## config.mk

```make
export PLATFORM = sky130hd
export DESIGN_NAME = scm_master
export DESIGN_NICKNAME = d
export VERILOG_FILES = /design/src/scm_pkg.sv /design/src/scm_master.sv
export SDC_FILE = /design/constraint.sdc
export NUM_CORES = 1
export LEC_CHECK = 0
export BUFFER_PORTS_ARGS = -buffer_cell sky130_fd_sc_hd__buf_2
export CORE_MARGIN = 8
export CORE_UTILIZATION = 51
export CTS_CLUSTER_DIAMETER = 100
export DETAILED_ROUTE_END_ITERATION = 7
export PLACE_DENSITY = 0.7
export SKIP_CTS_REPAIR_TIMING = 1
export SLEW_MARGIN = 20
export SYNTH_ARGS = -nofsm -noshare
export SYNTH_HDL_FRONTEND = slang
export SYNTH_SLANG_ARGS = --single-unit
```

## constraint.sdc

```tcl
create_clock -name clock -period 10.8 [get_ports clock]
set_input_delay 0 -clock clock [delete_from_list [all_inputs] [get_ports clock]]
set_output_delay 0 -clock clock [all_outputs]
set_load 0.03 [all_outputs]
```

## src/scm_pkg.sv

```systemverilog
// scm_pkg: constants, enums and carriers of the two-wire serial master.
// assumes a 100 MHz system clock; quarter-bit counts derive from it.
package scm_pkg;

	localparam int SCM_CLK_PS = 10000;

	// selectable bus rates in kHz
	localparam int SCM_RATE0_KHZ = 100;
	localparam int SCM_RATE1_KHZ = 400;
	localparam int SCM_RATE2_KHZ = 800;
	localparam int SCM_RATE3_KHZ = 1000;

	// quarter bit time in ps, rounded up to cycles so no rate is exceeded
	localparam int SCM_QTR0_PS = 1000000000 / (4 * SCM_RATE0_KHZ);
	localparam int SCM_QTR1_PS = 1000000000 / (4 * SCM_RATE1_KHZ);
	localparam int SCM_QTR2_PS = 1000000000 / (4 * SCM_RATE2_KHZ);
	localparam int SCM_QTR3_PS = 1000000000 / (4 * SCM_RATE3_KHZ);
	localparam logic [9:0] SCM_QTR0_CYC =
		10'((SCM_QTR0_PS + SCM_CLK_PS - 1) / SCM_CLK_PS);
	localparam logic [9:0] SCM_QTR1_CYC =
		10'((SCM_QTR1_PS + SCM_CLK_PS - 1) / SCM_CLK_PS);
	localparam logic [9:0] SCM_QTR2_CYC =
		10'((SCM_QTR2_PS + SCM_CLK_PS - 1) / SCM_CLK_PS);
	localparam logic [9:0] SCM_QTR3_CYC =
		10'((SCM_QTR3_PS + SCM_CLK_PS - 1) / SCM_CLK_PS);

	localparam int SCM_MAX_BYTES = 16;
	localparam logic [3:0] SCM_ACK_BIT = 4'h8;
	localparam logic [1:0] SCM_PH_LAST = 2'h3;
	localparam logic [7:0] SCM_BYTE_RST = 8'h00;
	localparam logic [9:0] SCM_QCNT_RST = 10'h000;

	typedef enum logic [1:0] {
		SCM_MODE_READ = 2'b00,
		SCM_MODE_WRITE = 2'b01,
		SCM_MODE_RD_WR = 2'b10,
		SCM_MODE_WR_RD = 2'b11
	} scm_mode_type;

	typedef enum logic [1:0] {
		SCM_RATE_100K = 2'b00,
		SCM_RATE_400K = 2'b01,
		SCM_RATE_800K = 2'b10,
		SCM_RATE_1M = 2'b11
	} scm_rate_type;

	typedef enum logic [2:0] {
		SCM_ST_IDLE = 3'b000,
		SCM_ST_WAIT = 3'b001,
		SCM_ST_START = 3'b010,
		SCM_ST_BIT = 3'b011,
		SCM_ST_STOP = 3'b100
	} scm_state_type;

	// lengths hold count minus one: 0 means 1 byte, 15 means 16
	typedef struct packed {
		scm_mode_type mode;
		scm_rate_type rate;
		logic [6:0] addr;
		logic [3:0] len_a;
		logic [3:0] len_b;
	} scm_cmd_type;

	typedef struct packed {
		logic busy;
		logic done;
		logic nack;
	} scm_stat_type;

endpackage

```

## src/scm_master.sv

```systemverilog
// scm_master: two-wire serial bus master with 16-byte write and read
// buffers, driven by a command port from the local processor.
// assumes external pull-ups on both lines and a single master on the bus.
//
// Behaviour
// The block is bus master only and runs read, write, read-then-write and write-then-read transfers.
// No arbitration exists, so no other master may sit on the bus.
// Clock stretching is not honoured, so slaves must keep pace with the clock.
// Rates of 100 kHz and 400 kHz are selectable.
// Rates of 800 kHz and 1 MHz are selectable as well.
// A read fetches one to sixteen bytes.
// A write sends one to sixteen bytes.
// Read-then-write reads up to sixteen bytes, then writes up to sixteen.
// Write-then-read writes up to sixteen bytes, then reads up to sixteen.
// Once started, hardware sequences the whole transfer alone.
// Both lines are open drain, only ever pulled low.
// Combined transfers use a repeated start and fresh address, every transfer ends in a stop, and a missing acknowledge is reported.
`timescale 1ns/1ps
`default_nettype none

module scm_master
	import scm_pkg::*;
(
	input wire logic clock,
	input wire logic rst_n,
	input wire logic ce,
	input wire logic cmd_valid,
	input wire scm_cmd_type cmd,
	output logic cmd_ready,
	input wire logic tx_we,
	input wire logic [3:0] tx_sel,
	input wire logic [7:0] tx_byte,
	input wire logic [3:0] rx_sel,
	output logic [7:0] rx_byte,
	output scm_stat_type stat,
	input wire logic scl_i,
	output logic scl_o,
	output logic scl_oe,
	input wire logic sda_i,
	output logic sda_o,
	output logic sda_oe
);

	logic rst_meta_q, rst_s_q;
	logic scl_m_q, scl_s_q, sda_m_q, sda_s_q;
	logic [7:0] tx_mem_q [SCM_MAX_BYTES], tx_mem_d [SCM_MAX_BYTES];
	logic [7:0] rx_mem_q [SCM_MAX_BYTES], rx_mem_d [SCM_MAX_BYTES];
	logic [7:0] rx_byte_q, rx_byte_d, shreg_q, shreg_d, addr_byte;
	scm_state_type st_q, st_d;
	scm_cmd_type cmd_q, cmd_d;
	logic [1:0] ph_q, ph_d;
	logic [9:0] qcnt_q, qcnt_d, qtr;
	logic [3:0] bit_q, bit_d, byte_q, byte_d, len_cur;
	logic [3:0] tx_idx_q, tx_idx_d, rx_idx_q, rx_idx_d;
	logic sec_q, sec_d, addr_ph_q, addr_ph_d, nack_q, nack_d;
	logic scl_oe_q, scl_oe_d, sda_oe_q, sda_oe_d, done_q, done_d;
	logic rx_wr, tick, wr_dir, tx_mode, combined, last;

	// reset release through two flops; ce frozen also holds reset release
	always_ff @(posedge clock or negedge rst_n) begin
		if (!rst_n) begin
			rst_meta_q <= 1'b0;
			rst_s_q <= 1'b0;
		end else if (ce) begin
			rst_meta_q <= 1'b1;
			rst_s_q <= rst_meta_q;
		end
	end

	// pin inputs pass two flops before use
	always_ff @(posedge clock or negedge rst_s_q) begin
		if (!rst_s_q) begin
			scl_m_q <= 1'b1;
			scl_s_q <= 1'b1;
			sda_m_q <= 1'b1;
			sda_s_q <= 1'b1;
		end else if (ce) begin
			scl_m_q <= scl_i;
			scl_s_q <= scl_m_q;
			sda_m_q <= sda_i;
			sda_s_q <= sda_m_q;
		end
	end

	// rate select
	// rate select
	always_comb begin
		case (cmd_q.rate)
			SCM_RATE_100K: qtr = SCM_QTR0_CYC;
			SCM_RATE_400K: qtr = SCM_QTR1_CYC;
			SCM_RATE_800K: qtr = SCM_QTR2_CYC;
			SCM_RATE_1M: qtr = SCM_QTR3_CYC;
			default: qtr = SCM_QTR0_CYC;
		endcase
	end

	// direction per phase
	// read first, then write
	// write first, then read
	assign combined = (cmd_q.mode == SCM_MODE_RD_WR) ||
		(cmd_q.mode == SCM_MODE_WR_RD);
	assign wr_dir = sec_q ? (cmd_q.mode == SCM_MODE_RD_WR) :
		((cmd_q.mode == SCM_MODE_WRITE) || (cmd_q.mode == SCM_MODE_WR_RD));
	assign len_cur = sec_q ? cmd_q.len_b : cmd_q.len_a;
	assign tx_mode = addr_ph_q || wr_dir;
	assign last = !addr_ph_q && (byte_q == len_cur);
	// address resent with new direction
	assign addr_byte = {cmd_q.addr, !wr_dir};
	assign tick = (qcnt_q == SCM_QCNT_RST);

	// buffers: software fills tx only while idle
	always_comb begin
		tx_mem_d = tx_mem_q;
		rx_mem_d = rx_mem_q;
		if (tx_we && st_q == SCM_ST_IDLE) begin
			tx_mem_d[tx_sel] = tx_byte;
		end
		// read byte stored
		if (rx_wr) begin
			rx_mem_d[rx_idx_q] = shreg_q;
		end
		rx_byte_d = rx_mem_q[rx_sel];
	end

	always_ff @(posedge clock or negedge rst_s_q) begin
		if (!rst_s_q) begin
			for (int i = 0; i < SCM_MAX_BYTES; i++) begin
				tx_mem_q[i] <= SCM_BYTE_RST;
				rx_mem_q[i] <= SCM_BYTE_RST;
			end
			rx_byte_q <= SCM_BYTE_RST;
		end else if (ce) begin
			tx_mem_q <= tx_mem_d;
			rx_mem_q <= rx_mem_d;
			rx_byte_q <= rx_byte_d;
		end
	end

	// bus sequencer, four quarter phases per bit
	always_comb begin
		st_d = st_q;
		cmd_d = cmd_q;
		ph_d = ph_q;
		qcnt_d = qcnt_q;
		bit_d = bit_q;
		byte_d = byte_q;
		tx_idx_d = tx_idx_q;
		rx_idx_d = rx_idx_q;
		shreg_d = shreg_q;
		sec_d = sec_q;
		addr_ph_d = addr_ph_q;
		scl_oe_d = scl_oe_q;
		sda_oe_d = sda_oe_q;
		nack_d = nack_q;
		done_d = 1'b0;
		rx_wr = 1'b0;
		if (st_q != SCM_ST_IDLE && st_q != SCM_ST_WAIT) begin
			qcnt_d = tick ? qtr - 10'h001 : qcnt_q - 10'h001;
		end
		case (st_q)
			SCM_ST_IDLE: begin
				// one command runs the whole transfer
				if (cmd_valid) begin
					cmd_d = cmd;
					nack_d = 1'b0;
					sec_d = 1'b0;
					tx_idx_d = 4'h0;
					rx_idx_d = 4'h0;
					st_d = SCM_ST_WAIT;
				end
			end
			SCM_ST_WAIT: begin
				// start only on an idle bus, no arbitration after
				if (scl_s_q && sda_s_q) begin
					st_d = SCM_ST_START;
					ph_d = 2'h0;
					qcnt_d = qtr - 10'h001;
				end
			end
			SCM_ST_START: begin
				if (tick) begin
					ph_d = ph_q + 2'h1;
					case (ph_q)
						2'h0: scl_oe_d = 1'b0;
						2'h1: sda_oe_d = 1'b1;
						2'h2: scl_oe_d = 1'b1;
						default: begin
							shreg_d = addr_byte;
							sda_oe_d = !addr_byte[7];
							addr_ph_d = 1'b1;
							bit_d = 4'h0;
							byte_d = 4'h0;
							st_d = SCM_ST_BIT;
						end
					endcase
				end
			end
			SCM_ST_BIT: begin
				if (tick) begin
					ph_d = ph_q + 2'h1;
					case (ph_q)
						// clock released, never checked for stretch
						2'h0: scl_oe_d = 1'b0;
						2'h1: scl_oe_d = 1'b0;
						2'h2: begin
							scl_oe_d = 1'b1;
							if (bit_q == SCM_ACK_BIT) begin
								// missing acknowledge caught
								if (tx_mode && sda_s_q) begin
									nack_d = 1'b1;
								end
							end else if (!tx_mode) begin
								shreg_d = {shreg_q[6:0], sda_s_q};
							end
						end
						default: begin
							if (bit_q != SCM_ACK_BIT) begin
								bit_d = bit_q + 4'h1;
								if (tx_mode) begin
									shreg_d = {shreg_q[6:0], 1'b0};
								end
								// master acks all read bytes but the last
								if (bit_d == SCM_ACK_BIT) begin
									sda_oe_d = !tx_mode && !last;
								end else begin
									sda_oe_d = tx_mode && !shreg_d[7];
								end
							end else if (tx_mode && nack_q) begin
								// refused byte ends the transfer
								st_d = SCM_ST_STOP;
								sda_oe_d = 1'b1;
							end else begin
								bit_d = 4'h0;
								if (!tx_mode) begin
									rx_wr = 1'b1;
									rx_idx_d = rx_idx_q + 4'h1;
								end
								if (!addr_ph_q && last) begin
									if (combined && !sec_q) begin
										// repeated start between phases
										sec_d = 1'b1;
										st_d = SCM_ST_START;
										sda_oe_d = 1'b0;
									end else begin
										st_d = SCM_ST_STOP;
										sda_oe_d = 1'b1;
									end
								end else begin
									// up to sixteen read bytes
									// up to sixteen written bytes
									byte_d = addr_ph_q ? 4'h0 : byte_q + 4'h1;
									addr_ph_d = 1'b0;
									if (wr_dir) begin
										shreg_d = tx_mem_q[tx_idx_q];
										tx_idx_d = tx_idx_q + 4'h1;
										sda_oe_d = !shreg_d[7];
									end else begin
										sda_oe_d = 1'b0;
									end
								end
							end
						end
					endcase
				end
			end
			SCM_ST_STOP: begin
				if (tick) begin
					ph_d = ph_q + 2'h1;
					case (ph_q)
						2'h0: scl_oe_d = 1'b0;
						// stop ends every transfer
						2'h1: sda_oe_d = 1'b0;
						2'h2: sda_oe_d = 1'b0;
						default: begin
							done_d = 1'b1;
							st_d = SCM_ST_IDLE;
						end
					endcase
				end
			end
			default: begin
				st_d = SCM_ST_IDLE;
				scl_oe_d = 1'b0;
				sda_oe_d = 1'b0;
			end
		endcase
	end

	always_ff @(posedge clock or negedge rst_s_q) begin
		if (!rst_s_q) begin
			st_q <= SCM_ST_IDLE;
			cmd_q <= '0;
			ph_q <= 2'h0;
			qcnt_q <= SCM_QCNT_RST;
			bit_q <= 4'h0;
			byte_q <= 4'h0;
			tx_idx_q <= 4'h0;
			rx_idx_q <= 4'h0;
			shreg_q <= SCM_BYTE_RST;
			sec_q <= 1'b0;
			addr_ph_q <= 1'b0;
			scl_oe_q <= 1'b0;
			sda_oe_q <= 1'b0;
			nack_q <= 1'b0;
			done_q <= 1'b0;
		end else if (ce) begin
			st_q <= st_d;
			cmd_q <= cmd_d;
			ph_q <= ph_d;
			qcnt_q <= qcnt_d;
			bit_q <= bit_d;
			byte_q <= byte_d;
			tx_idx_q <= tx_idx_d;
			rx_idx_q <= rx_idx_d;
			shreg_q <= shreg_d;
			sec_q <= sec_d;
			addr_ph_q <= addr_ph_d;
			scl_oe_q <= scl_oe_d;
			sda_oe_q <= sda_oe_d;
			nack_q <= nack_d;
			done_q <= done_d;
		end
	end

	// open drain, output level fixed low
	assign scl_o = 1'b0;
	assign sda_o = 1'b0;
	assign scl_oe = scl_oe_q;
	assign sda_oe = sda_oe_q;
	assign cmd_ready = (st_q == SCM_ST_IDLE);
	assign rx_byte = rx_byte_q;
	assign stat = {(st_q != SCM_ST_IDLE), done_q, nack_q};

endmodule

`default_nettype wire

```

* After elaboration in Yosys (flattened, before gate mapping) *
Index checks and enable logic that the tools add are counted.

word-level totals
  memories = 0
  memory bits (read-only) = 0
  memory bits (writable) = 0
  word-level logic and storage cells = 308
  latch bits = 0
  flip-flop bits (word level) = 334

cells by class
  $mul = 0
  equal/unequal tests = 50
  bitwise logic cells = 5
  div/mod/pow operators = 0
  shifts and indexed selects = 0
  $add $sub $neg = 7
  mux-type cells = 129
  order comparisons = 6
  reduce and logical (&&, ||, !) cells = 52

operator list
  kind                                                       number
  bitwise mux 128 bit                                        2
  2-to-1 mux 8 bit                                           20
  2-to-1 mux 4 bit                                           25
  binary-select mux 8 bit (select 4 bit)                     2
  demux 8 bit (select 4 bit)                                 2
  != test 2 bit (second input constant)                      22
  2-to-1 mux 1 bit                                           43
  2-to-1 mux 10 bit                                          4
  case mux 10 bit (4 select lines)                           1
  2-to-1 mux 3 bit                                           12
  case mux 4 bit (2 select lines)                            4
  case mux 8 bit (2 select lines)                            2
  AND reduction 9 bit                                        3
  AND reduction 8 bit                                        3
  AND reduction 11 bit                                       2
  greater-or-equal comparator 5 bit (second input constant)  4
  inverter 4 -> 5 bit                                        4
  subtractor 10 x 1 -> 10 bit (second input constant)        2
  != test 3 bit (second input constant)                      6
  adder 4 x 1 -> 4 bit (second input constant)               4
  != test 4 bit (second input constant)                      4
  case mux 3 bit (5 select lines)                            1
  AND reduction 7 bit                                        2
  logical AND 1 bit                                          12
  30 further kinds                                           63

* Logic depth before layout (Yosys ltp) *
Gate-level depths: netlist of run 1.

  depth after elaboration = 16
  depth in mapped cells = 10
  gate-level depth less buffers = 8

* Worst setup path before layout of run 1 *
OpenSTA, ideal clock, no wires.

  kind = reg2reg
  from = register rst_s_q (netlist name)
  to = register rst_s_q
  required time = 10.680 ns
  data arrival time = 8.404 ns
  slack = 2.276 ns
  cell stages (with the launch flop) = 2
  clock period less this slack = 8.524 ns
  cell sequence = dfrtp_1 -> mux2_2

RTL lines
  item                  RTL line          RTL
  to (signal assigned)  scm_master.sv:66  rst_s_q <= rst_meta_q;
  to (decl)             scm_master.sv:44  logic rst_meta_q, rst_s_q;

* Worst setup path after layout of run 1 *
  from = register qcnt_q[0]
  to = register rx_mem_q[91] in the netlist's numbering

between the ends
  longest elaborated chain between the ends = 4

ends and longest elaborated chain
  item                           RTL line           RTL
  from (decl)                    scm_master.sv:52   logic [9:0] qcnt_q, qcnt_d, qtr;
  from (signal assigned)         scm_master.sv:310  qcnt_q <= qcnt_d;
  logical NOT 10 bit             scm_master.sv:109  assign tick = (qcnt_q == SCM_QCNT_RST);
  2-to-1 mux 1 bit               scm_master.sv:199  if (tick) begin
  2-to-1 mux 1 bit               scm_master.sv:160  case (st_q)
  AND reduction 2 bit (no line)  -
  to (signal assigned)           scm_master.sv:134  rx_mem_q <= rx_mem_d;
  to (decl)                      scm_master.sv:47   logic [7:0] rx_mem_q [SCM_MAX_BYTES], rx_mem_d [SCM_MAX_BYTES];

Every way passes these cells.
A chain may end at the register's enable or synchronous reset.

==> implementation parameters, run 1 <==
Parameter                              Value

Clock network
  Clock H-tree levels ... 2
  Worst-skew pair later-pin latency ... 0.53 ns
  Root buffer cell ... sky130_fd_sc_hd__clkbuf_16
  Clock-pin slew reported for the worst setup and hold paths after clock tree synthesis ... 0.06 ns
  Sink Count ... 334
  Maximum number of buffers from clock root to sink ... 3
  CTS Buf Count ... 36
  Clock tree from TritonCTS ... built

GRT
  Pin count of the biggest net entering global routing ... 83
  Number of global-route vias before repair ... 10407
  Antenna violations before repair ... 0
  First-pass GRT wire length ... 58600 um
  Tot GR Track Use ... 0.190
  Gr ovfl total ... 0

Detailed routing
  Router iterations before antenna repair ... 4
  Count of vias placed by the detailed router ... 9926
  Number of vias per cell ... 6.00
  Post-detailed-route DRC marker count ... 0
  Aggregate routed wire length ... 35900 um
  Starting DRT DRC Count ... 532
  Post-DRT Antenna Nets ... 0
  Average detailed-routed wire length per instance ... 21.7 um

Outcome
  Failing checks ... hold timing
  Status ... finished, violations left

STA
  Worst Clk Skew ... 0.0224 ns
  Total negative slack ... 0 ns
  Period Utilization, post-route ... 0.353
  Worst-case headroom to the max-slew limit ... 0.340
  Number of slew-limit violations in the final report ... 0
  Final Hold Viols ... 63
  Final Hold Slack ... -0.0242 ns
  Highest clock rate ... 263 MHz
  Final setup violation count ... 0
  Setup slack of the critical path after layout ... 6.99 ns
  Transition at the pin with the smallest max-transition slack ... 0.986 ns
  Time the final worst path needs with I/O delays and setup ... 3.81 ns
  RSZ-0062 raised after global routing ... no

Die
  IO Count ... 58
  Die area ... 38200 um2
  Rows ... 65
  Vertical die dimension ... 195 um
  Chip Width ... 195 um
  Starting utilization of the core area ... 0.519
  CORE AREA ... 31600 um2

Place
  Number of cells after detailed placement ... 1561
  PortBufs ... 55
  Weighted congestion reported at the end of routability-driven placement ... 0.861
  Minimum setup slack after placement ... 7.08 ns
  Final HPWL from detailed placement ... 23000 um

Layout
  Number of filler cells placed in the layout ... 2479
  Diode insertion count for antenna repair ... 0
  Commonest non-fill, non-tap cells in the layout ... sky130_fd_sc_hd__dfrtp_1 (328), sky130_fd_sc_hd__mux2_2 (228), sky130_fd_sc_hd__mux4_2 (73)
  Layout area overhead ... 11.7%
  Fraction of final layout cells sized beyond drive strength 1 ... 0.398
  Net count of the finished layout ... 1288
  Register area ... 8370 um2
  Multi-input gate area ... 7660 um2
  Most frequent standard cell in the layout excluding fill and tap cells ... sky130_fd_sc_hd__dfrtp_1
  Finished Layout Cells ... 1653

Critical path
  Launch instance of the worst register-to-register path ... qcnt_q[0]
  CP Launch Point ... qcnt_q[0]
  Ordered cell list for the critical path ... inv_1 > ha_1 > or3b_2 > or3_1 > or4_1 > nor3_1 > and2_1 > mux2_2
  Critical-path top delay cell ... sky130_fd_sc_hd__or4_1
  Required @ worst endpoint ... 11.19 ns
  Type of origin of the critical path ... flip-flop
  Worst stage delay on the critical path ... 0.79 ns
  Slack of the worst reg-to-reg path ... 6.99 ns
  Worst setup path category ... flip-flop to flip-flop
  Number of cell instances on the worst register-to-register path ... 8
  Crit end category ... flip-flop
  Worst flop-to-flop path endpoint ... rx_mem_q[91]
  Signal arrival time at the worst endpoint ... 4.20 ns
  Critical-path maximum fanout ... 11

Synthesis
  Synth async-reset ratio ... 1.00
  Number of synthesized register bits ... 334
  Area of the mapped netlist ... 16400 um2
  Leading register cell type out of synthesis ... sky130_fd_sc_hd__dfrtp_1
  Warnings from Yosys ... 0
  Post-Syn Instances ... 1168
  Cell variety after synth ... 63
  Number of flops mapped to enable cells by yosys ... 0
  Syn avg cell area ... 14.1 um2
  Proportion of synthesized chip area in sequential cells ... 0.510

Min path
  Number of cells on the worst hold path ... 2
  Type of the tightest min-delay check ... input port to flip-flop
  Worst min-delay path startpoint ... tx_byte[5]
  Endpoint, Worst Hold ... tx_mem_q[61]

Pwr
  Combinational Power Share ... 0.231
  Power per cell area ... 195 nW/um2
  Maximum resistive drop on vdd ... 0.000129 V
  Int Power ... 2.50 mW
  Switching fraction of total power ... 0.299
  Sequential power share ... 0.445
  Portion of total power attributed to the clock network ... 0.324
  Psw ... 1.07 mW
  Pwr Total ... 3.57 mW
  Static leakage ... 8.73 nW

Job
  Max-capacitance violation count ... 0
-- state kept, by name (all words and copies together), names as in the netlist, 2 cells and up --
| name | cells |
|---|---|
| tx_mem_q | 128 |
| bit_q | 4 |
| addr_byte | 7 |
| st_q | 3 |
| shreg_q | 8 |
| byte_q | 4 |
| rx_byte | 8 |
| rx_idx_q | 4 |
| tx_idx_q | 4 |
| qcnt_q | 10 |
| ph_q | 2 |
| cmd_q | 12 |
| rx_mem_q | 128 |
-- power groups by stage --
stage               logic [mW]  clock network, mW  registers, mW
floorplan                0.677                  0           1.55
global placement         0.805                  0           1.60
detailed placement       0.815                  0           1.61
CTS                      0.819               1.18           1.59
global route             0.907               1.23           1.62
finish                   0.826               1.16           1.59
-- layout make-up --
cell class	count	area share
Sequential cell	334	0.456
Clock inverter	5	0.00232
Clock buffer	59	0.0571
Tap cell	402	0.0274
Inverter	24	0.00491
Multi-Input combinational cell	738	0.418
Timing Repair Buffer	91	0.0340
-- how the worst max path moves through the flow --
| stage | end | slack (ns) | cells after the start |
|---|---|---|---|
| final | rx_mem_q[91] | 6.99 | 8 |
| after global routing | rx_mem_q[95] | 6.86 | 8 |
| after CTS | rx_mem_q[95] | 7.04 | 8 |
| after detailed placement | rx_mem_q[91] | 7.08 | 8 |
| after global placement | rx_mem_q[93] | 7.22 | 8 |
| after floorplan | addr_byte[1] | 0.79 | 0 |
-- cell families (layout without fill, tap and decap cells) --
kind of cell    count (synthesis)  in the layout  synth area share
mux                           389            389             0.328
flops                         334            334             0.510
simple gates                  199            199            0.0701
compound gates                117            117            0.0465
buf+inv                        97            179            0.0239
fa+ha+maj                      21             21            0.0160
xor+xnor                       10             10           0.00534
other cells                     1              2          0.000228
-- worst max-delay path, delay by kind of cell (launching register included) --
| family | cells | cell delay (ns) |
|---|---|---|
| flip-flops | 1 | 0.41 |
| multiplexers | 1 | 0.39 |
| buffers and inverters | 1 | 0.11 |
| AND/OR/NAND/NOR | 5 | 2.60 |
| adder cells (fa/ha/maj) | 1 | 0.15 |
-- cells in the mapped netlist (7+ instances only) --
cell type,number,area [um2]
sky130_fd_sc_hd__clkbuf_1,51,191
sky130_fd_sc_hd__nand2_4,12,135
sky130_fd_sc_hd__mux2_2,228,2570
sky130_fd_sc_hd__nand2_1,45,169
sky130_fd_sc_hd__nand3_1,20,100
sky130_fd_sc_hd__or3_1,9,56.3
sky130_fd_sc_hd__mux4_2,73,1640
sky130_fd_sc_hd__inv_1,24,90.1
sky130_fd_sc_hd__buf_2,8,40.0
sky130_fd_sc_hd__buf_1,9,33.8
sky130_fd_sc_hd__nor2_1,33,124
sky130_fd_sc_hd__mux2i_1,18,180
sky130_fd_sc_hd__xnor2_1,8,70.1
sky130_fd_sc_hd__dfrtp_1,330,8260
sky130_fd_sc_hd__ha_1,21,263
sky130_fd_sc_hd__o31ai_1,7,52.6
sky130_fd_sc_hd__mux2_4,56,841
sky130_fd_sc_hd__mux2_1,14,158
sky130_fd_sc_hd__nor3_1,16,80.1
sky130_fd_sc_hd__nor2b_1,15,93.8
sky130_fd_sc_hd__o21ai_0,34,170
sky130_fd_sc_hd__a21oi_1,24,120
-- per-stage QoR --
stage	util	area (um2)
6_report	0.580	18300
2_1_floorplan	-	16400
3_3_place_gp	0.536	17000
5_1_grt	0.580	18300
3_5_place_dp	0.536	17000
4_1_cts	0.570	18000
-- per-layer routing --
metal / global-route usage / share of wire / vias up / wire length [um]
li1: - / - / 4443 / -
met2: 0.303 / 0.48 / 206 / 17300
met5: 0 / 0 / - / 0
met4: 0.0539 / 0.022 / 0 / 786
met1: 0.268 / 0.46 / 5222 / 16400
met3: 0.0285 / 0.037 / 55 / 1330
Note: power is estimated with default switching activity, not from simulation.
==> inputs of run 2 (changes only) <==
--- a/config.mk
+++ b/config.mk
@@ -10,7 +10,7 @@
 export CORE_UTILIZATION = 51
 export CTS_CLUSTER_DIAMETER = 100
 export DETAILED_ROUTE_END_ITERATION = 7
-export PLACE_DENSITY = 0.7
+export PLACE_DENSITY = 0.68
 export SKIP_CTS_REPAIR_TIMING = 1
 export SLEW_MARGIN = 20
 export SYNTH_ARGS = -nofsm -noshare
==> constraint.sdc (replaced) <==
create_clock -name clock -period 3.9 [get_ports clock]
set_input_delay 0 -clock clock [delete_from_list [all_inputs] [get_ports clock]]
set_output_delay 0 -clock clock [all_outputs]
set_load 0.03 [all_outputs]
==> implementation parameters, run 2 (synthesized netlist as in run 1, its figures left out) <==
Parameter                              Value

Place
  Minimum setup slack after placement ... 0.423 ns (-6.66 ns)
  Final HPWL from detailed placement ... 24000 um (+4.5%)
  PortBufs ... 55 (unchanged)
  Post-placement cell area ... 17100 um2 (+0.96%)
  Weighted congestion reported at the end of routability-driven placement ... 0.843 (-2.1%)

Layout
  Regs by FF count ... rx_mem_q (128), tx_mem_q (128), cmd_q (12)
  Fraction of final layout cells sized beyond drive strength 1 ... 0.415 (+0.0174)
  Net count of the finished layout ... 1307 (+1.5%)
  Diode insertion count for antenna repair ... 0 (unchanged)
  Commonest non-fill, non-tap cells in the layout ... sky130_fd_sc_hd__dfrtp_1 (328), sky130_fd_sc_hd__mux2_2 (228), sky130_fd_sc_hd__mux4_2 (73)
  Multi-input gate area ... 7660 um2 (unchanged)
  Layout area overhead ... 14.1%
  Register area ... 8370 um2 (unchanged)
  Final std cell area, no fill ... 18700 um2 (+2.1%)
  Number of filler cells placed in the layout ... 2489 (+0.40%)
  Most frequent standard cell in the layout excluding fill and tap cells ... sky130_fd_sc_hd__dfrtp_1

Critical path
  Worst setup path category ... flip-flop to flip-flop
  Slack of the worst reg-to-reg path ... 0.35 ns (-6.65 ns)
  Required @ worst endpoint ... 4.30 ns (-6.89 ns)
  Critical-path maximum fanout ... 8 (-3)
  Signal arrival time at the worst endpoint ... 3.96 ns (-0.24 ns)
  Crit end category ... flip-flop
  Type of origin of the critical path ... flip-flop

Pwr
  Sequential power share ... 0.423 (-0.022)
  Combinational Power Share ... 0.227 (-0.004)
  Psw ... 3.02 mW (+180%)
  Power per cell area ... 555 nW/um2 (+180%)
  Portion of total power attributed to the clock network ... 0.350 (+0.026)
  Switching fraction of total power ... 0.291 (-0.00869)
  Static leakage ... 8.95 nW (+2.6%)
  Maximum resistive drop on vdd ... 0.000350 V (+170%)
  Int Power ... 7.37 mW (+190%)

Die
  CORE AREA ... 31600 um2 (unchanged)
  Die area ... 38200 um2 (unchanged)
  Vertical die dimension ... 195 um (unchanged)
  Chip Width ... 195 um (unchanged)
  Rows ... 65 (unchanged)
  Starting utilization of the core area ... 0.519 (unchanged)
  IO Count ... 58 (unchanged)

Clock network
  Sink Count ... 334 (unchanged)
  Clock-pin slew reported for the worst setup and hold paths after clock tree synthesis ... 0.06 ns (about the same)
  Root buffer cell ... sky130_fd_sc_hd__clkbuf_16
  Clock H-tree levels ... 2 (unchanged)
  CTS Buf Count ... 38 (+5.6%)
  Worst-skew pair later-pin latency ... 0.54 ns (about the same)
  Clock tree from TritonCTS ... built
  Maximum number of buffers from clock root to sink ... 3 (unchanged)

STA
  Worst Clk Skew ... 0.0286 ns (+0.00620 ns)
  Final Hold Slack ... -0.0214 ns (+0.00275 ns)
  Worst-case headroom to the max-slew limit ... 0.411 (+0.0708)
  Transition at the pin with the smallest max-transition slack ... 0.884 ns (-0.103 ns)
  Total negative slack ... 0 ns (unchanged)
  RSZ-0062 raised after global routing ... no
  Final setup violation count ... 0 (unchanged)
  Highest clock rate ... 281 MHz (+7.1%)
  Period Utilization, post-route ... 0.911 (+0.559)
  Number of slew-limit violations in the final report ... 0 (unchanged)
  Time the final worst path needs with I/O delays and setup ... 3.55 ns (-0.253 ns)
  Setup slack of the critical path after layout ... 0.345 ns (-6.65 ns)
  Final Hold Viols ... 41 (-35%)

GRT
  First-pass GRT wire length ... 60000 um (+2.3%)
  Gr ovfl total ... 0 (unchanged)
  Tot GR Track Use ... 0.195 (+0.00477)
  Antenna violations before repair ... 0 (unchanged)
  Number of global-route vias before repair ... 10520 (+1.1%)
  Pin count of the biggest net entering global routing ... 88 (+6.0%)

Detailed routing
  Average detailed-routed wire length per instance ... 22.0 um (+1.4%)
  Starting DRT DRC Count ... 582 (+9.4%)
  Post-detailed-route DRC marker count ... 0 (unchanged)
  Aggregate routed wire length ... 36700 um (+2.3%)
  Post-DRT Antenna Nets ... 0 (unchanged)
  Router iterations before antenna repair ... 5 (+1)
  Count of vias placed by the detailed router ... 10004 (+0.79%)
  Number of vias per cell ... 6.00 (-0.12%)

Min path
  Type of the tightest min-delay check ... input port to flip-flop

Outcome
  Failing checks ... hold timing
  Status ... finished, violations left

Job
  Max-capacitance violation count ... 0 (unchanged)
-- run 2: cell count changes in the layout (fill, tap and decap cells not counted), sizes merged --
cell         change
dlygate4sd3      +1
buf             +16
clkinv           +4
clkinvlp         -1
bufinv           +4
clkbuf           -9
-- run 2: final timing paths --
| kind | startpoint | end | cells after the start |
|---|---|---|---|
| hold / removal | tx_byte[3] | tx_mem_q[27] | 2 |
| min in group asynchronous | rst_s_q | rx_mem_q[85] | 0 |
| max in group asynchronous | rst_s_q | tx_idx_q[0] | 2 |
| setup reg to reg | qcnt_q[0] | rx_mem_q[89] | 8 |
| setup / recovery | qcnt_q[0] | rx_mem_q[89] | 8 |
| hold reg to reg | rst_s_q | rx_mem_q[85] | 0 |
-- run 2: metrics by stage --
stage	instances	power (mW)	hold slack (ns)	util
after floorplan	1169	6.16	-0.296	-
after global placement	1576	6.71	-0.215	0.541
after detailed placement	1576	6.78	-0.213	0.541
after CTS	1638	10.5	-0.767	0.582
after global routing	1668	10.9	0.00240	0.592
final	1668	10.4	-0.0214	0.592
-- run 2: area by class of cell --
cell class / count / share of cell area
clock buffer: 50 / 0.0586
multi-input combinational: 738 / 0.409
tap: 402 / 0.0269
sequential: 334 / 0.447
clock inverter: 12 / 0.00996
timing repair buffer: 108 / 0.0436
inverter: 24 / 0.00481
-- run 2: per-layer routing --
layer	up-vias	track usage	part of all wire
met5	-	0	0
li1	4464	-	-
met3	61	0.0291	0.038
met1	5276	0.275	0.45
met4	0	0.0573	0.025
met2	203	0.310	0.48
-- run 2: power groups by stage --
stage	combinational, mW	clock (mW)	sequential (mW)
floorplan	1.87	0	4.29
global placement	2.29	0	4.42
detailed placement	2.33	0	4.45
CTS	2.34	3.72	4.39
global route	2.58	3.85	4.47
finish	2.36	3.64	4.39
-- run 2: worst max-delay path, stage by stage (launching register included) --
cell                      delay (ns)
sky130_fd_sc_hd__dfrtp_1        0.42
sky130_fd_sc_hd__inv_1          0.12
sky130_fd_sc_hd__ha_1           0.15
sky130_fd_sc_hd__or3b_2         0.51
sky130_fd_sc_hd__or3_1          0.35
sky130_fd_sc_hd__or4_1          0.73
sky130_fd_sc_hd__nor3_1         0.34
sky130_fd_sc_hd__and2_1         0.43
sky130_fd_sc_hd__mux2_2         0.39
==> inputs of run 3 (changes only) <==
--- a/config.mk
+++ b/config.mk
@@ -7,10 +7,9 @@
 export LEC_CHECK = 0
 export BUFFER_PORTS_ARGS = -buffer_cell sky130_fd_sc_hd__buf_2
 export CORE_MARGIN = 8
-export CORE_UTILIZATION = 51
+export CORE_UTILIZATION = 42
 export CTS_CLUSTER_DIAMETER = 100
 export DETAILED_ROUTE_END_ITERATION = 7
-export PLACE_DENSITY = 0.68
 export SKIP_CTS_REPAIR_TIMING = 1
 export SLEW_MARGIN = 20
 export SYNTH_ARGS = -nofsm -noshare
==> implementation parameters, run 3 (synthesized netlist as in run 1, its figures left out) <==
Parameter                              Value

STA
  Final Hold Slack ... -0.0138 ns (+0.00766 ns)
  Worst-case headroom to the max-slew limit ... 0.398 (-0.0123)
  Final setup violation count ... 0 (unchanged)
  Period Utilization, post-route ... 0.900 (-0.0110)
  Number of slew-limit violations in the final report ... 0 (unchanged)
  Setup slack of the critical path after layout ... 0.388 ns (+0.0430 ns)
  Time the final worst path needs with I/O delays and setup ... 3.51 ns (-0.0430 ns)
  Highest clock rate ... 285 MHz (+1.2%)
  Transition at the pin with the smallest max-transition slack ... 0.902 ns (+0.0185 ns)
  Worst Clk Skew ... 0.0254 ns (-0.00320 ns)
  Final Hold Viols ... 15 (-63%)
  RSZ-0062 raised after global routing ... no
  Total negative slack ... 0 ns (unchanged)

Critical path
  Buffers & Inverters on Critical Path ... 1 (unchanged)
  Worst stage delay on the critical path ... 0.74 ns (about the same)
  Critical-path top delay cell ... sky130_fd_sc_hd__or4_1
  Worst setup path category ... flip-flop to flip-flop
  Type of origin of the critical path ... flip-flop
  Required @ worst endpoint ... 4.31 ns (about the same)
  Cell family contributing the most delay on the critical path ... simple AND/OR/NAND/NOR gates
  Signal arrival time at the worst endpoint ... 3.93 ns (-0.03 ns)
  Crit end category ... flip-flop
  Ordered cell list for the critical path ... inv_1 > ha_1 > or3b_2 > or3_1 > or4_1 > nor3_1 > and2_1 > mux2_2
  Critical-path maximum fanout ... 8 (unchanged)

Detailed routing
  Router iterations before antenna repair ... 4 (-1)
  Average detailed-routed wire length per instance ... 21.1 um (-4.0%)
  Post-detailed-route DRC marker count ... 0 (unchanged)
  Count of vias placed by the detailed router ... 9974 (-0.30%)
  Post-DRT Antenna Nets ... 0 (unchanged)
  Aggregate routed wire length ... 37900 um (+3.2%)
  Number of vias per cell ... 5.56 (-7.3%)
  Starting DRT DRC Count ... 535 (-8.1%)

Layout
  Layout area overhead ... 15.0%
  Diode insertion count for antenna repair ... 0 (unchanged)
  Final std cell area, no fill ... 18900 um2 (+0.78%)
  Fraction of final layout cells sized beyond drive strength 1 ... 0.413 (-0.00293)
  Share of the core filled with cells ... 0.488 (-0.104)
  Register area ... 8370 um2 (unchanged)
  Most frequent standard cell in the layout excluding fill and tap cells ... sky130_fd_sc_hd__dfrtp_1
  Number of filler cells placed in the layout ... 3369 (+35%)
  Net count of the finished layout ... 1311 (+0.31%)
  Multi-input gate area ... 7660 um2 (unchanged)
  Regs by FF count ... rx_mem_q (128), tx_mem_q (128), cmd_q (12)
  Commonest non-fill, non-tap cells in the layout ... sky130_fd_sc_hd__dfrtp_1 (328), sky130_fd_sc_hd__mux2_2 (228), sky130_fd_sc_hd__mux4_2 (73)
  Finished Layout Cells ... 1793 (+7.5%)

Pwr
  Psw ... 3.07 mW (+1.6%)
  Combinational Power Share ... 0.236 (+0.009)
  Switching fraction of total power ... 0.298 (+0.00734)
  Pwr Total ... 10.3 mW (-0.93%)
  Sequential power share ... 0.422 (about the same)
  Portion of total power attributed to the clock network ... 0.343 (-0.007)
  Maximum resistive drop on vdd ... 0.000281 V (-20%)
  Power per cell area ... 546 nW/um2 (-1.7%)
  Int Power ... 7.23 mW (-2.0%)
  Static leakage ... 8.94 nW (-0.13%)

Clock network
  Clock tree from TritonCTS ... built
  Root buffer cell ... sky130_fd_sc_hd__clkbuf_16
  Worst-skew pair later-pin latency ... 0.54 ns (about the same)
  Clock-pin slew reported for the worst setup and hold paths after clock tree synthesis ... 0.06 ns (about the same)
  Clock H-tree levels ... 2 (unchanged)
  Sink Count ... 334 (unchanged)
  Maximum number of buffers from clock root to sink ... 3 (unchanged)
  CTS Buf Count ... 38 (unchanged)

Die
  IO Count ... 58 (unchanged)
  Starting utilization of the core area ... 0.425 (-0.0941)
  Vertical die dimension ... 214 um (+9.4%)
  Die area ... 45700 um2 (+20%)
  Rows ... 72 (+11%)
  Chip Width ... 214 um (+9.4%)
  CORE AREA ... 38600 um2 (+22%)

Place
  Minimum setup slack after placement ... 0.431 ns (+0.00801 ns)
  PortBufs ... 55 (unchanged)
  Post-placement cell area ... 17300 um2 (+1.1%)
  Number of cells after detailed placement ... 1694 (+7.5%)
  Weighted congestion reported at the end of routability-driven placement ... 0.830 (-1.5%)
  Final HPWL from detailed placement ... 24700 um (+2.7%)

Min path
  Type of the tightest min-delay check ... input port to flip-flop

GRT
  Pin count of the biggest net entering global routing ... 82 (-6.8%)
  Antenna violations before repair ... 0 (unchanged)
  Tot GR Track Use ... 0.168 (-0.0264)
  First-pass GRT wire length ... 60700 um (+1.2%)
  Number of global-route vias before repair ... 10512 (-0.076%)
  Gr ovfl total ... 0 (unchanged)

Job
  Max-capacitance violation count ... 0 (unchanged)

Outcome
  Failing checks ... hold timing
  Status ... finished, violations left
==> run 3: cell count changes in the layout (fill, tap and decap cells not counted), sizes merged <==
cell | previous run | this run
buf | 79 | 80
bufinv | 4 | 1
clkbuf | 50 | 57
clkinv | 7 | 6
clkinvlp | 0 | 2
dlygate4sd3 | 29 | 32
==> run 3: layout make-up <==
cell class / count / area share
well taps: 518 / 0.0344
inverters: 24 / 0.00477
multi-input cells: 738 / 0.406
repair buffers: 112 / 0.0455
clock inverters: 10 / 0.00577
clock buffers: 57 / 0.0601
flip-flops and latches: 334 / 0.444
==> run 3: per-layer routing <==
layer | up-vias | wire, um | GRT usage
met5 | - | 0 | 0
met4 | 0 | 852 | 0.0496
met3 | 57 | 1430 | 0.0281
met2 | 179 | 17900 | 0.268
met1 | 5244 | 17700 | 0.235
li1 | 4494 | - | -
==> run 3: path summary, 6_finish.rpt <==
kind | from | end | slack (ns) | depth (start not counted)
max reg2reg | qcnt_q[0] | rx_mem_q[77] | 0.39 | 8
min in group asynchronous | rst_n | rst_meta_q | 0.32 | 3
max in group asynchronous | rst_s_q | tx_mem_q[82] | 2.43 | 2
min reg2reg | rst_s_q | rx_mem_q[69] | 0.42 | 0
max | qcnt_q[0] | rx_mem_q[77] | 0.39 | 8
min | tx_byte[3] | tx_mem_q[107] | -0.01 | 2
==> run 3: power by group through the flow <==
stage / Clock (mW) / Combinational [mW] / Sequential (mW)
5_1_grt: 3.75 / 2.65 / 4.42
2_1_floorplan: 0 / 1.87 / 4.29
3_5_place_dp: 0 / 2.41 / 4.40
4_1_cts: 3.63 / 2.42 / 4.34
6_report: 3.53 / 2.43 / 4.34
3_3_place_gp: 0 / 2.37 / 4.38
